**src/iwg_pkg.sv**
```systemverilog
// shared constants and types of the interval waveform generator
// assumes a 32-bit classic wishbone register bus with byte addresses
`default_nettype none

package iwg_pkg;
  // register byte offsets
  localparam logic [7:0] OFS_CTRL = 8'h00;
  localparam logic [7:0] OFS_CFG = 8'h04;
  localparam logic [7:0] OFS_COUNT = 8'h08;
  localparam logic [7:0] OFS_REPEAT = 8'h0C;
  localparam logic [7:0] OFS_STATUS = 8'h10;
  localparam logic [7:0] OFS_TABLE = 8'h40;
  localparam logic [1:0] TABLE_PAGE = 2'h1;

  // interval table
  localparam int unsigned TABLE_DEPTH = 16;
  localparam int unsigned TABLE_IDX_W = 4;

  // field positions
  localparam int unsigned CTRL_START_BIT = 0;
  localparam int unsigned CFG_FLAGS_LSB = 0;
  localparam int unsigned CFG_GENERAL_BIT = 8;
  localparam int unsigned CFG_PSC_LSB = 16;
  localparam int unsigned FLAG_LEVEL_BIT = 0;
  localparam int unsigned FLAG_MOD_BIT = 1;
  localparam int unsigned STAT_BUSY_BIT = 0;
  localparam int unsigned STAT_DONE_BIT = 1;
  localparam int unsigned STAT_REFUSED_BIT = 2;
  localparam int unsigned STAT_LEVEL_BIT = 3;
  localparam int unsigned STAT_SEG_LSB = 16;

  // reset values
  localparam logic [15:0] COUNT_RST = 16'h0001;
  localparam logic [15:0] REPEAT_RST = 16'h0000;
  localparam logic [15:0] INTERVAL_RST = 16'h0001;

  // prescaler terminal counts for select codes 0..4 (divide by 1, 8, 64, 256, 1024)
  localparam logic [9:0] PSC_TERM_0 = 10'h000;
  localparam logic [9:0] PSC_TERM_1 = 10'h007;
  localparam logic [9:0] PSC_TERM_2 = 10'h03F;
  localparam logic [9:0] PSC_TERM_3 = 10'h0FF;
  localparam logic [9:0] PSC_TERM_4 = 10'h3FF;

  typedef struct packed {
    logic [2:0] psc_sel;
    logic general_pin;
    logic [7:0] flags;
  } iwg_cfg_t;

  localparam iwg_cfg_t CFG_RST = '{psc_sel: 3'h0, general_pin: 1'b0, flags: 8'h00};

  typedef enum logic [2:0] {
    ST_IDLE = 3'b001,
    ST_ARM = 3'b010,
    ST_RUN = 3'b100
  } iwg_state_t;
endpackage

`default_nettype wire

```
**src/iwg_tick_gen.sv**
```systemverilog
// interval prescaler: one-cycle tick every 1, 8, 64, 256 or 1024 clocks
// assumes sel and clear come from logic on the same clock
`default_nettype none

module iwg_tick_gen (
  input wire logic clock,  // system clock
  input wire logic reset_n,  // async reset, active low
  input wire logic clear,  // restart the division phase
  input wire logic [2:0] sel,  // interval_prescaler_select
  output logic tick  // one-cycle tick
);
  logic [9:0] cnt_q;
  logic [9:0] cnt_d;
  logic [9:0] term;

  assign term = (sel == 3'h0) ? iwg_pkg::PSC_TERM_0 :
                (sel == 3'h1) ? iwg_pkg::PSC_TERM_1 :
                (sel == 3'h2) ? iwg_pkg::PSC_TERM_2 :
                (sel == 3'h3) ? iwg_pkg::PSC_TERM_3 : iwg_pkg::PSC_TERM_4;
  assign tick = ~clear & (cnt_q == term);
  assign cnt_d = (clear | tick) ? 10'h000 : cnt_q + 10'h001;

  always_ff @(posedge clock or negedge reset_n) begin
    if (!reset_n) begin
      cnt_q <= 10'h000;
    end else begin
      cnt_q <= cnt_d;
    end
  end
endmodule

`default_nettype wire

```
**src/iwg_seg_timer.sv**
```systemverilog
// 16-bit compare timer: match pulses on the tick that ends a loaded interval
// a value of zero lasts 65536 ticks, since the compare wraps
`default_nettype none

module iwg_seg_timer (
  input wire logic clock,  // system clock
  input wire logic reset_n,  // async reset, active low
  input wire logic tick,  // prescaled tick
  input wire logic load,  // start a new interval
  input wire logic stop,  // halt the timer
  input wire logic [15:0] value,  // interval in ticks
  output logic match  // one-cycle end of interval
);
  logic [15:0] cnt_q;
  logic [15:0] cmp_q;
  logic run_q;
  logic [15:0] cnt_inc;

  assign cnt_inc = cnt_q + 16'h0001;
  assign match = run_q & tick & (cnt_inc == cmp_q);

  always_ff @(posedge clock or negedge reset_n) begin
    if (!reset_n) begin
      cnt_q <= 16'h0000;
      cmp_q <= 16'h0000;
      run_q <= 1'b0;
    end else if (load) begin
      cnt_q <= 16'h0000;
      cmp_q <= value;
      run_q <= 1'b1;
    end else if (stop | match) begin
      cnt_q <= 16'h0000;
      run_q <= ~stop & ~match;
    end else if (run_q & tick) begin
      cnt_q <= cnt_inc;
    end
  end
endmodule

`default_nettype wire

```
**src/iwg_top.sv**
```systemverilog
// interval waveform generator: wishbone slave, interval table and sequencer
// assumes all inputs come from logic on the same clock; the pin pad is outside
//
// Behaviour
// RULE_01 - each table value gives the length of one segment in prescaled timer ticks.
// RULE_02 - on acceptance the pin is made an output at the inverse of flag bit 0.
// RULE_03 - every segment start inverts the pin and holds it for that interval, in table order.
// RULE_04 - the final level is the inverse of flag bit 0 for an odd count and equal to it for even.
// RULE_05 - the host gives an interval count of 1 to 65535.
// RULE_06 - a repeat total of 1 to 65535 may be given, and zero means one single run.
// RULE_07 - with repeats the last interval of the last pass is skipped so the pin ends where it began.
// RULE_08 - the host should use an odd count for one run and an even count when repeating.
// RULE_09 - the host should not ask for segments shorter than about 100 processor cycles.
// RULE_10 - flag value 0x02 gates the carrier with the waveform and enables its compare output at start.
// RULE_11 - the host sets up the carrier timer, leaves its output off and marks it in use beforehand.
// RULE_12 - a request while the interval timer is in use ends at once with no pin change.
// RULE_13 - the dedicated pin is toggled by the compare match, a general pin by its port output bit.
// RULE_14 - for a general pin the shared 16-bit timer supplies the segment timing.
// RULE_15 - the host leaves the pin as input or at the starting level before a request.
// RULE_16 - longer segments are had by selecting a slower prescaler tick.
// RULE_17 - busy shows from acceptance to the end of the last segment, then the timer is freed and done set.
//
// Local design decisions: the Wishbone register port and the register offsets.
`default_nettype none

module iwg_top (
  input wire logic clock,  // system clock, 200 MHz
  input wire logic reset_n,  // async reset, active low
  input wire logic wb_cyc_i,  // wishbone cycle
  input wire logic wb_stb_i,  // wishbone strobe
  input wire logic wb_we_i,  // wishbone write enable
  input wire logic [7:0] wb_adr_i,  // wishbone byte address
  input wire logic [3:0] wb_sel_i,  // wishbone byte lanes
  input wire logic [31:0] wb_dat_i,  // wishbone write data
  output logic [31:0] wb_dat_o,  // wishbone read data
  output logic wb_ack_o,  // wishbone acknowledge
  input wire logic interval_timer_in_use,  // interval timer held by another user
  input wire logic carrier_timer_in_use,  // carrier timer prepared and marked in use
  input wire logic carrier_wave,  // carrier from the separate timer
  output logic waveform_output_pin,  // dedicated waveform pin level
  output logic waveform_output_pin_oe,  // dedicated pin output enable
  output logic port_output_bit,  // general pin port output bit
  output logic port_output_oe,  // general pin direction, high drives
  output logic carrier_compare_out_a,  // gated carrier output
  output logic carrier_out_en,  // carrier compare output enabled
  output logic interval_timer_claim  // interval timer taken by this block
);
  // bus decode
  logic req;
  logic wr;
  logic wr_ctrl;
  logic wr_cfg;
  logic wr_count;
  logic wr_repeat;
  logic wr_status;
  logic wr_table;
  logic in_table;
  logic [iwg_pkg::TABLE_IDX_W-1:0] tbl_widx;
  logic [31:0] rd_data;
  logic [31:0] ack_d;

  // stored registers
  iwg_pkg::iwg_cfg_t cfg_q;
  logic [15:0] count_q;
  logic [15:0] repeat_q;
  logic [15:0] table_q [iwg_pkg::TABLE_DEPTH];
  logic done_q;
  logic refused_q;

  // sequencer
  iwg_pkg::iwg_state_t state_q;
  iwg_pkg::iwg_state_t state_d;
  logic [15:0] seg_idx_q;
  logic [15:0] seg_idx_inc;
  logic [31:0] segs_done_q;
  logic [31:0] segs_inc;
  logic [31:0] total_q;
  logic [31:0] total_d;
  logic [15:0] rep_eff;
  logic [31:0] product;
  logic level_q;
  logic mod_q;

  logic busy;
  logic start_req;
  logic accept;
  logic refuse;
  logic seg_start;
  logic last_seg;
  logic finish;
  logic toggle;
  logic arm;
  logic tick;
  logic match;
  logic [15:0] cur_interval;
  logic [31:0] cfg_word;
  logic [31:0] status_word;
  logic [31:0] cfg_merged;

  // output flops
  logic [31:0] dat_q;
  logic ack_q;
  logic pin_q;
  logic pin_oe_q;
  logic port_q;
  logic port_oe_q;
  logic carrier_q;
  logic carrier_en_q;
  logic claim_q;

  function automatic logic [31:0] merge(input logic [31:0] old_v, input logic [31:0] new_v,
                                        input logic [3:0] lanes);
    logic [31:0] res;
    res = old_v;
    for (int i = 0; i < 4; i++) begin
      if (lanes[i]) begin
        res[8*i +: 8] = new_v[8*i +: 8];
      end
    end
    return res;
  endfunction

  // one-cycle ack per request; the following cycle is always idle on the bus
  assign req = wb_cyc_i & wb_stb_i & ~ack_q;
  assign wr = req & wb_we_i;
  assign in_table = (wb_adr_i[7:6] == iwg_pkg::TABLE_PAGE);
  assign tbl_widx = wb_adr_i[5:2];
  assign wr_ctrl = wr & (wb_adr_i == iwg_pkg::OFS_CTRL);
  assign wr_cfg = wr & (wb_adr_i == iwg_pkg::OFS_CFG);
  assign wr_count = wr & (wb_adr_i == iwg_pkg::OFS_COUNT);
  assign wr_repeat = wr & (wb_adr_i == iwg_pkg::OFS_REPEAT);
  assign wr_status = wr & (wb_adr_i == iwg_pkg::OFS_STATUS);
  assign wr_table = wr & in_table;
  assign ack_d = 32'h0000_0000;

  assign busy = (state_q != iwg_pkg::ST_IDLE);
  assign cfg_word = {13'h0000, cfg_q.psc_sel, 7'h00, cfg_q.general_pin, cfg_q.flags};
  assign cfg_merged = merge(cfg_word, wb_dat_i, wb_sel_i);
  assign status_word = {seg_idx_q, 12'h000, level_q, refused_q, done_q, busy};

  assign rd_data = (wb_adr_i == iwg_pkg::OFS_CFG) ? cfg_word :
                   (wb_adr_i == iwg_pkg::OFS_COUNT) ? {16'h0000, count_q} :
                   (wb_adr_i == iwg_pkg::OFS_REPEAT) ? {16'h0000, repeat_q} :
                   (wb_adr_i == iwg_pkg::OFS_STATUS) ? status_word :
                   in_table ? {16'h0000, table_q[tbl_widx]} : ack_d;

  // start request and its admission
  assign start_req = wr_ctrl & wb_sel_i[0] & wb_dat_i[iwg_pkg::CTRL_START_BIT];
  // a modulated run also needs the carrier timer prepared by the host
  assign refuse = start_req & ~busy & (interval_timer_in_use | (count_q == 16'h0000) |
                  (cfg_q.flags[iwg_pkg::FLAG_MOD_BIT] & ~carrier_timer_in_use)); // RULE_12
  assign accept = start_req & ~busy & ~refuse;

  // segment count: count times repeats, less the skipped final interval when repeating
  assign rep_eff = (repeat_q == 16'h0000) ? 16'h0001 : repeat_q; // RULE_06
  assign product = count_q * rep_eff;
  assign total_d = (rep_eff > 16'h0001) ? product - 32'h0000_0001 : product; // RULE_07

  assign segs_inc = segs_done_q + 32'h0000_0001;
  assign last_seg = (segs_inc == total_q);
  assign seg_idx_inc = seg_idx_q + 16'h0001;
  // table is a ring: counts above its depth reuse entries the host may refill meanwhile
  assign cur_interval = table_q[seg_idx_q[iwg_pkg::TABLE_IDX_W-1:0]]; // RULE_03
  assign seg_start = (state_q == iwg_pkg::ST_ARM) |
                     ((state_q == iwg_pkg::ST_RUN) & match & ~last_seg); // RULE_03
  assign finish = (state_q == iwg_pkg::ST_RUN) & match & last_seg; // RULE_17
  assign arm = (state_q == iwg_pkg::ST_ARM);
  // the end of the last segment turns the pin once more, so an odd count ends at the inverse of flag bit 0
  assign toggle = seg_start | finish; // RULE_04

  always_comb begin
    state_d = state_q;
    unique case (state_q)
      iwg_pkg::ST_IDLE: begin
        if (accept) begin
          state_d = iwg_pkg::ST_ARM;
        end
      end
      iwg_pkg::ST_ARM: begin
        state_d = iwg_pkg::ST_RUN;
      end
      iwg_pkg::ST_RUN: begin
        if (finish) begin
          state_d = iwg_pkg::ST_IDLE;
        end
      end
    endcase
  end

  // prescaler restarts in the arm cycle, as the timer loads, so the first segment is a whole number of ticks
  iwg_tick_gen u_tick (
    .clock(clock),
    .reset_n(reset_n),
    .clear(arm),
    .sel(cfg_q.psc_sel), // RULE_01
    .tick(tick)
  );

  // one 16-bit compare timer serves both the dedicated and the general pin
  iwg_seg_timer u_timer (
    .clock(clock),
    .reset_n(reset_n),
    .tick(tick),
    .load(seg_start), // RULE_14
    .stop(accept),
    .value(cur_interval), // RULE_01
    .match(match)
  );

  // wishbone slave
  always_ff @(posedge clock or negedge reset_n) begin
    if (!reset_n) begin
      ack_q <= 1'b0;
      dat_q <= 32'h0000_0000;
    end else begin
      ack_q <= req;
      dat_q <= req ? rd_data : 32'h0000_0000;
    end
  end

  // configuration is frozen while a waveform runs
  always_ff @(posedge clock or negedge reset_n) begin
    if (!reset_n) begin
      cfg_q <= iwg_pkg::CFG_RST;
      count_q <= iwg_pkg::COUNT_RST;
      repeat_q <= iwg_pkg::REPEAT_RST;
    end else if (!busy) begin
      if (wr_cfg) begin
        cfg_q.flags <= cfg_merged[iwg_pkg::CFG_FLAGS_LSB +: 8];
        cfg_q.general_pin <= cfg_merged[iwg_pkg::CFG_GENERAL_BIT];
        cfg_q.psc_sel <= cfg_merged[iwg_pkg::CFG_PSC_LSB +: 3]; // RULE_16
      end
      if (wr_count) begin
        count_q <= 16'(merge({16'h0000, count_q}, wb_dat_i, wb_sel_i));
      end
      if (wr_repeat) begin
        repeat_q <= 16'(merge({16'h0000, repeat_q}, wb_dat_i, wb_sel_i));
      end
    end
  end

  // interval table, writable at any time
  for (genvar g = 0; g < iwg_pkg::TABLE_DEPTH; g++) begin : g_table
    logic [31:0] tbl_merged;
    assign tbl_merged = merge({16'h0000, table_q[g]}, wb_dat_i, wb_sel_i);
    always_ff @(posedge clock or negedge reset_n) begin
      if (!reset_n) begin
        table_q[g] <= iwg_pkg::INTERVAL_RST;
      end else if (wr_table && (int'(tbl_widx) == g)) begin
        table_q[g] <= tbl_merged[15:0];
      end
    end
  end

  // sticky status: a hardware set in the clearing cycle wins
  always_ff @(posedge clock or negedge reset_n) begin
    if (!reset_n) begin
      done_q <= 1'b0;
      refused_q <= 1'b0;
    end else begin
      done_q <= finish | (done_q & ~(wr_status & wb_sel_i[0] & wb_dat_i[iwg_pkg::STAT_DONE_BIT])); // RULE_17
      refused_q <= refuse |
                   (refused_q & ~(wr_status & wb_sel_i[0] & wb_dat_i[iwg_pkg::STAT_REFUSED_BIT])); // RULE_12
    end
  end

  // sequencer state and counters
  always_ff @(posedge clock or negedge reset_n) begin
    if (!reset_n) begin
      state_q <= iwg_pkg::ST_IDLE;
      seg_idx_q <= 16'h0000;
      segs_done_q <= 32'h0000_0000;
      total_q <= 32'h0000_0000;
      mod_q <= 1'b0;
    end else begin
      state_q <= state_d;
      if (accept) begin
        seg_idx_q <= 16'h0000;
        segs_done_q <= 32'h0000_0000;
        total_q <= total_d; // RULE_07
        mod_q <= cfg_q.flags[iwg_pkg::FLAG_MOD_BIT];
      end else begin
        if (seg_start) begin
          seg_idx_q <= (seg_idx_inc == count_q) ? 16'h0000 : seg_idx_inc; // RULE_06
        end
        if ((state_q == iwg_pkg::ST_RUN) && match) begin
          segs_done_q <= segs_inc;
        end
      end
    end
  end

  // waveform level: set to the inverse of flag bit 0, then inverted at each segment start
  always_ff @(posedge clock or negedge reset_n) begin
    if (!reset_n) begin
      level_q <= 1'b0;
    end else if (accept) begin
      level_q <= ~cfg_q.flags[iwg_pkg::FLAG_LEVEL_BIT]; // RULE_02
    end else if (toggle) begin
      level_q <= ~level_q; // RULE_04
    end
  end

  // dedicated pin: toggled straight from the compare match so the edge has fixed latency
  always_ff @(posedge clock or negedge reset_n) begin
    if (!reset_n) begin
      pin_q <= 1'b0;
      pin_oe_q <= 1'b0;
    end else if (accept && !cfg_q.general_pin) begin
      pin_q <= ~cfg_q.flags[iwg_pkg::FLAG_LEVEL_BIT]; // RULE_02
      pin_oe_q <= 1'b1;
    end else if (toggle && !cfg_q.general_pin) begin
      pin_q <= ~pin_q; // RULE_13
    end
  end

  // general pin: the port output bit itself is rewritten at each segment start
  always_ff @(posedge clock or negedge reset_n) begin
    if (!reset_n) begin
      port_q <= 1'b0;
      port_oe_q <= 1'b0;
    end else if (accept && cfg_q.general_pin) begin
      port_q <= ~cfg_q.flags[iwg_pkg::FLAG_LEVEL_BIT]; // RULE_02
      port_oe_q <= 1'b1;
    end else if (toggle && cfg_q.general_pin) begin
      port_q <= ~level_q; // RULE_13
    end
  end

  // carrier gating and timer claim; pins stay driven at their final level after the run
  always_ff @(posedge clock or negedge reset_n) begin
    if (!reset_n) begin
      carrier_q <= 1'b0;
      carrier_en_q <= 1'b0;
      claim_q <= 1'b0;
    end else begin
      carrier_q <= busy & mod_q & carrier_wave & level_q; // RULE_10
      if (accept) begin
        carrier_en_q <= cfg_q.flags[iwg_pkg::FLAG_MOD_BIT]; // RULE_10
        claim_q <= 1'b1; // RULE_17
      end else if (finish) begin
        carrier_en_q <= 1'b0;
        claim_q <= 1'b0; // RULE_17
      end
    end
  end

  assign wb_dat_o = dat_q;
  assign wb_ack_o = ack_q;
  assign waveform_output_pin = pin_q;
  assign waveform_output_pin_oe = pin_oe_q;
  assign port_output_bit = port_q;
  assign port_output_oe = port_oe_q;
  assign carrier_compare_out_a = carrier_q;
  assign carrier_out_en = carrier_en_q;
  assign interval_timer_claim = claim_q;
endmodule

`default_nettype wire

```
**config.mk**
```make
export PLATFORM = sky130hd
export DESIGN_NAME = iwg_top
export DESIGN_NICKNAME = d
export VERILOG_FILES = /design/src/iwg_pkg.sv /design/src/iwg_tick_gen.sv /design/src/iwg_seg_timer.sv /design/src/iwg_top.sv
export SDC_FILE = /design/constraint.sdc
export NUM_CORES = 2
export LEC_CHECK = 0
export BUFFER_PORTS_ARGS = -buffer_cell sky130_fd_sc_hd__buf_2
export CAP_MARGIN = 30
export CORE_AREA = 2 2 341 377
export DETAILED_ROUTE_END_ITERATION = 6
export DIE_AREA = 0 0 343 379
export PLACE_DENSITY = 0.39
export SLEW_MARGIN = 5
export SYNTH_ARGS = -nofsm -noshare
export SYNTH_HDL_FRONTEND = slang
export SYNTH_HIERARCHICAL = 1
export SYNTH_SLANG_ARGS = --single-unit
```
**constraint.sdc**
```tcl
create_clock -name clock -period 8.2 [get_ports clock]
set_input_delay 1.64 -clock clock [delete_from_list [all_inputs] [get_ports clock]]
set_output_delay 1.64 -clock clock [all_outputs]
set_load 0.05 [all_outputs]
```
==> results.cfg <==
[power]
p_comb_share_pct = 21.7
p_leak_nw = 18.02
swShare_pct = 33.17
p_clk_share_pct = 38.8
powerDensity_nw_per_um2 = 180.4
p_int_mw = 4.744
switchingPower_mw = 2.354
pwr-share-seq_pct = 39.5
peakVddDrop_v = 0.0001537

[timing]
drv_slew = 0
hold_slack_ps = 458.8
slew_headroom_pct = 37.44
setup_viol = 0
tightest_slew_ps = 934.9
finalCritPeriodShare_pct = 91.67
timing.final.ws_setup_ps = 682.9
layout_min_cycle_time_ps = 7517
hold_viol = 0
rsz0062_at_grt = no
fin_skew_ps = 50.37
tns_ps = 0
max_freq_mhz = 133.0

[setup_path]
worstReg2RegEnd = total_q[26]
arrival_ps = 8040
r2r_cells = 20
worst-setup-path-type = reg -> reg
cp-start-kind = flop
worstSetupEndpointType = flop
path_max_fanout = 19
r2r_start = repeat_q[1]
regToRegSetupSlack_ps = 680
cp.required_ps = 8730

[die]
die_y_um = 379
start_util_pct = 27.80
die_area_sq_um = 130000
core_sq_um = 126200
rows = 137
io_pins = 92
die_w_um = 343

[yosys]
syn_nets = 3602
ys_warn_count = 6
async_reset_ff_share_pct = 100.0
syn_area_sq_um = 35080
synth_top_area_share_pct = 32.24
synthDistinctLibCells = 97
yosys-top-cells-count = dfrtp_1, mux2_2, nand2_1
ys_ff_latch = 470
synth_edf_count = 0
synth_top_cell_by_area = dfrtp_1
syn_avg_cell_area_sq_um = 10.80
synth.area.top_cells = dfrtp_1, fa_1, mux4_2
synth-main-ff-cell = dfrtp_1
seq_area_frac_synth_pct = 33.59
syn_inst = 3247
synth.most_common_cell = dfrtp_1

[layout]
layout.nets = 3590
diodes = 0
fillCellCount = 13160
syn_to_final_growth_pct = 12.18
fin_area_sq_um = 39350
regArea_sq_um = 11790
multiInputGateArea_sq_um = 21450
layout-drive-gt1-share_pct = 24.21

[clock_tree]
numCtsBuffers = 59
cts_setup_buffers = 0
cts_hold_buf = 0
tritoncts = yes
insertion_delay_ps = 690
clk_transition_reported_paths_ps = 60
clk_path_buf_depth = 3
h-tree-depth = 2
cts.sinks = 470
cts_resized = 0
clk_root_buffer_cell = clkbuf_16

[routing]
vias_per_cell = 4.944
drt_pass1_iterations = 5
drtAntennaViolNets = 0
via_count = 24480
drc = 0
wl_um = 107400
wl_per_cell_um = 21.68
drt_iter0_drc = 1203

[global_routing]
overflow = 0
grt_max_degree = 145
grt_pass1_wl_um = 166800
grt_usage_pct = 16.74
antenna_found_initial = 2
first_global_vias = 26150

[hold_path]
whs_path_depth = 1
whs_endpoint = port_output_oe
hold_path.class = reg -> reg
min_from = port_output_oe

[run_status]
status = complete, no violations

[place]
portBuffers = 77
hpwl_um = 78650
pre_cts_ws_ps = 648.1
place_congestion = 0.8139
dpl-instance-area_sq_um = 37250

[flow_run]
cap_violations = 0
cell type report:
cell class | instances | share of cell area [%]
well taps | 1668 | 5.303
clock inverters | 23 | 0.7980
multi-input cells | 2296 | 54.51
flip-flops and latches | 470 | 29.97
repair buffers | 147 | 2.528
inverters | 261 | 2.490
clock buffers | 87 | 4.400
state kept, by name (all words and copies together), names as in the netlist, 3 cells and up:
register       cells
state_q            3
table_q          256
wb_dat_o          32
cfg_q             12
repeat_q          16
total_q           32
u_timer/cmp_q     16
u_timer/cnt_q     16
u_tick/cnt_q      10
count_q           16
seg_idx_q         16
segs_done_q       32
how the worst max path moves through the flow:
stage,from,endpoint,slack [ps]
global placement,repeat_q[1],total_q[26],630
global route,repeat_q[1],total_q[26],180
floorplan,count_q[10],total_q[26],1400
detailed placement,repeat_q[1],total_q[26],650
finish,repeat_q[1],total_q[26],680
CTS,repeat_q[1],total_q[26],590
power by group through the flow:
stage	Combinational (mW)	Clock [mW]	Sequential [mW]
floorplan	1.24	0	2.62
global placement	1.51	0	2.87
detailed placement	1.52	0	2.87
CTS	1.52	2.86	2.83
global route	1.70	2.94	2.84
finish	1.54	2.76	2.80
cells in the final DEF, fill, tap and decap left out, types with 15 or more instances in the layout:
cell,instances
o211ai_1,16
nor2b_1,16
nand3_1,79
or3_1,18
and3_1,40
a22oi_1,15
buf_4,65
a21oi_1,80
o31ai_1,15
ha_1,109
nor3_1,54
buf_2,74
nor2_1,143
nand2b_1,16
nand2_1,295
o21ai_0,117
xnor2_1,83
clkbuf_8,15
inv_1,261
mux2_2,316
mux2i_1,17
clkbuf_16,59
dfrtp_1,449
nand4_1,46
a31oi_1,24
a21o_1,19
nor4_1,25
dfstp_2,18
xor2_1,58
mux4_2,160
and2_1,136
fa_1,194
cells by family (layout without fill, tap and decap cells):
kind of cell / Yosys count / after routing / synth area share, %
AND/OR/NAND/NOR: 955 / 955 / 14.22
multiplexers: 493 / 493 / 20.90
buffers and inverters: 481 / 518 / 5.347
flip-flops: 470 / 470 / 33.59
AO/OA/AOI/OAI: 403 / 403 / 7.391
adder cells (fa/ha/maj): 303 / 303 / 14.96
XOR/XNOR: 142 / 142 / 3.585
critical path, stage by stage, from the launching register on:
cell	delay [ps]
dfrtp_1	900
nand2_1	170
fa_1	540
fa_1	570
fa_1	450
fa_1	550
inv_1	50
fa_1	470
inv_1	50
fa_1	470
inv_1	40
ha_1	380
a21oi_2	160
o21ai_1	140
a21o_1	270
or4_1	510
a222oi_1	500
nand4_1	320
nor4b_1	460
mux2i_1	290
nand2_1	70
routing by layer:
metal | share of wire (%) | track usage (%) | wire length, um
met5 | 0 | 0 | 0
met4 | 2.3 | 4.078 | 2465
met3 | 2.9 | 2.219 | 3149
met2 | 49 | 28.96 | 52940
met1 | 45 | 22.03 | 48820
stage by stage:
| stage | power (mW) | instances | util (%) |
|---|---|---|---|
| global route | 7.477 | 4952 | 31.19 |
| finish | 7.098 | 4952 | 31.19 |
| floorplan | 3.867 | 3247 | - |
| global placement | 4.383 | 4832 | 29.48 |
| CTS | 7.214 | 4949 | 31.15 |
| detailed placement | 4.394 | 4839 | 29.53 |
(Power assumes the default switching activity.)
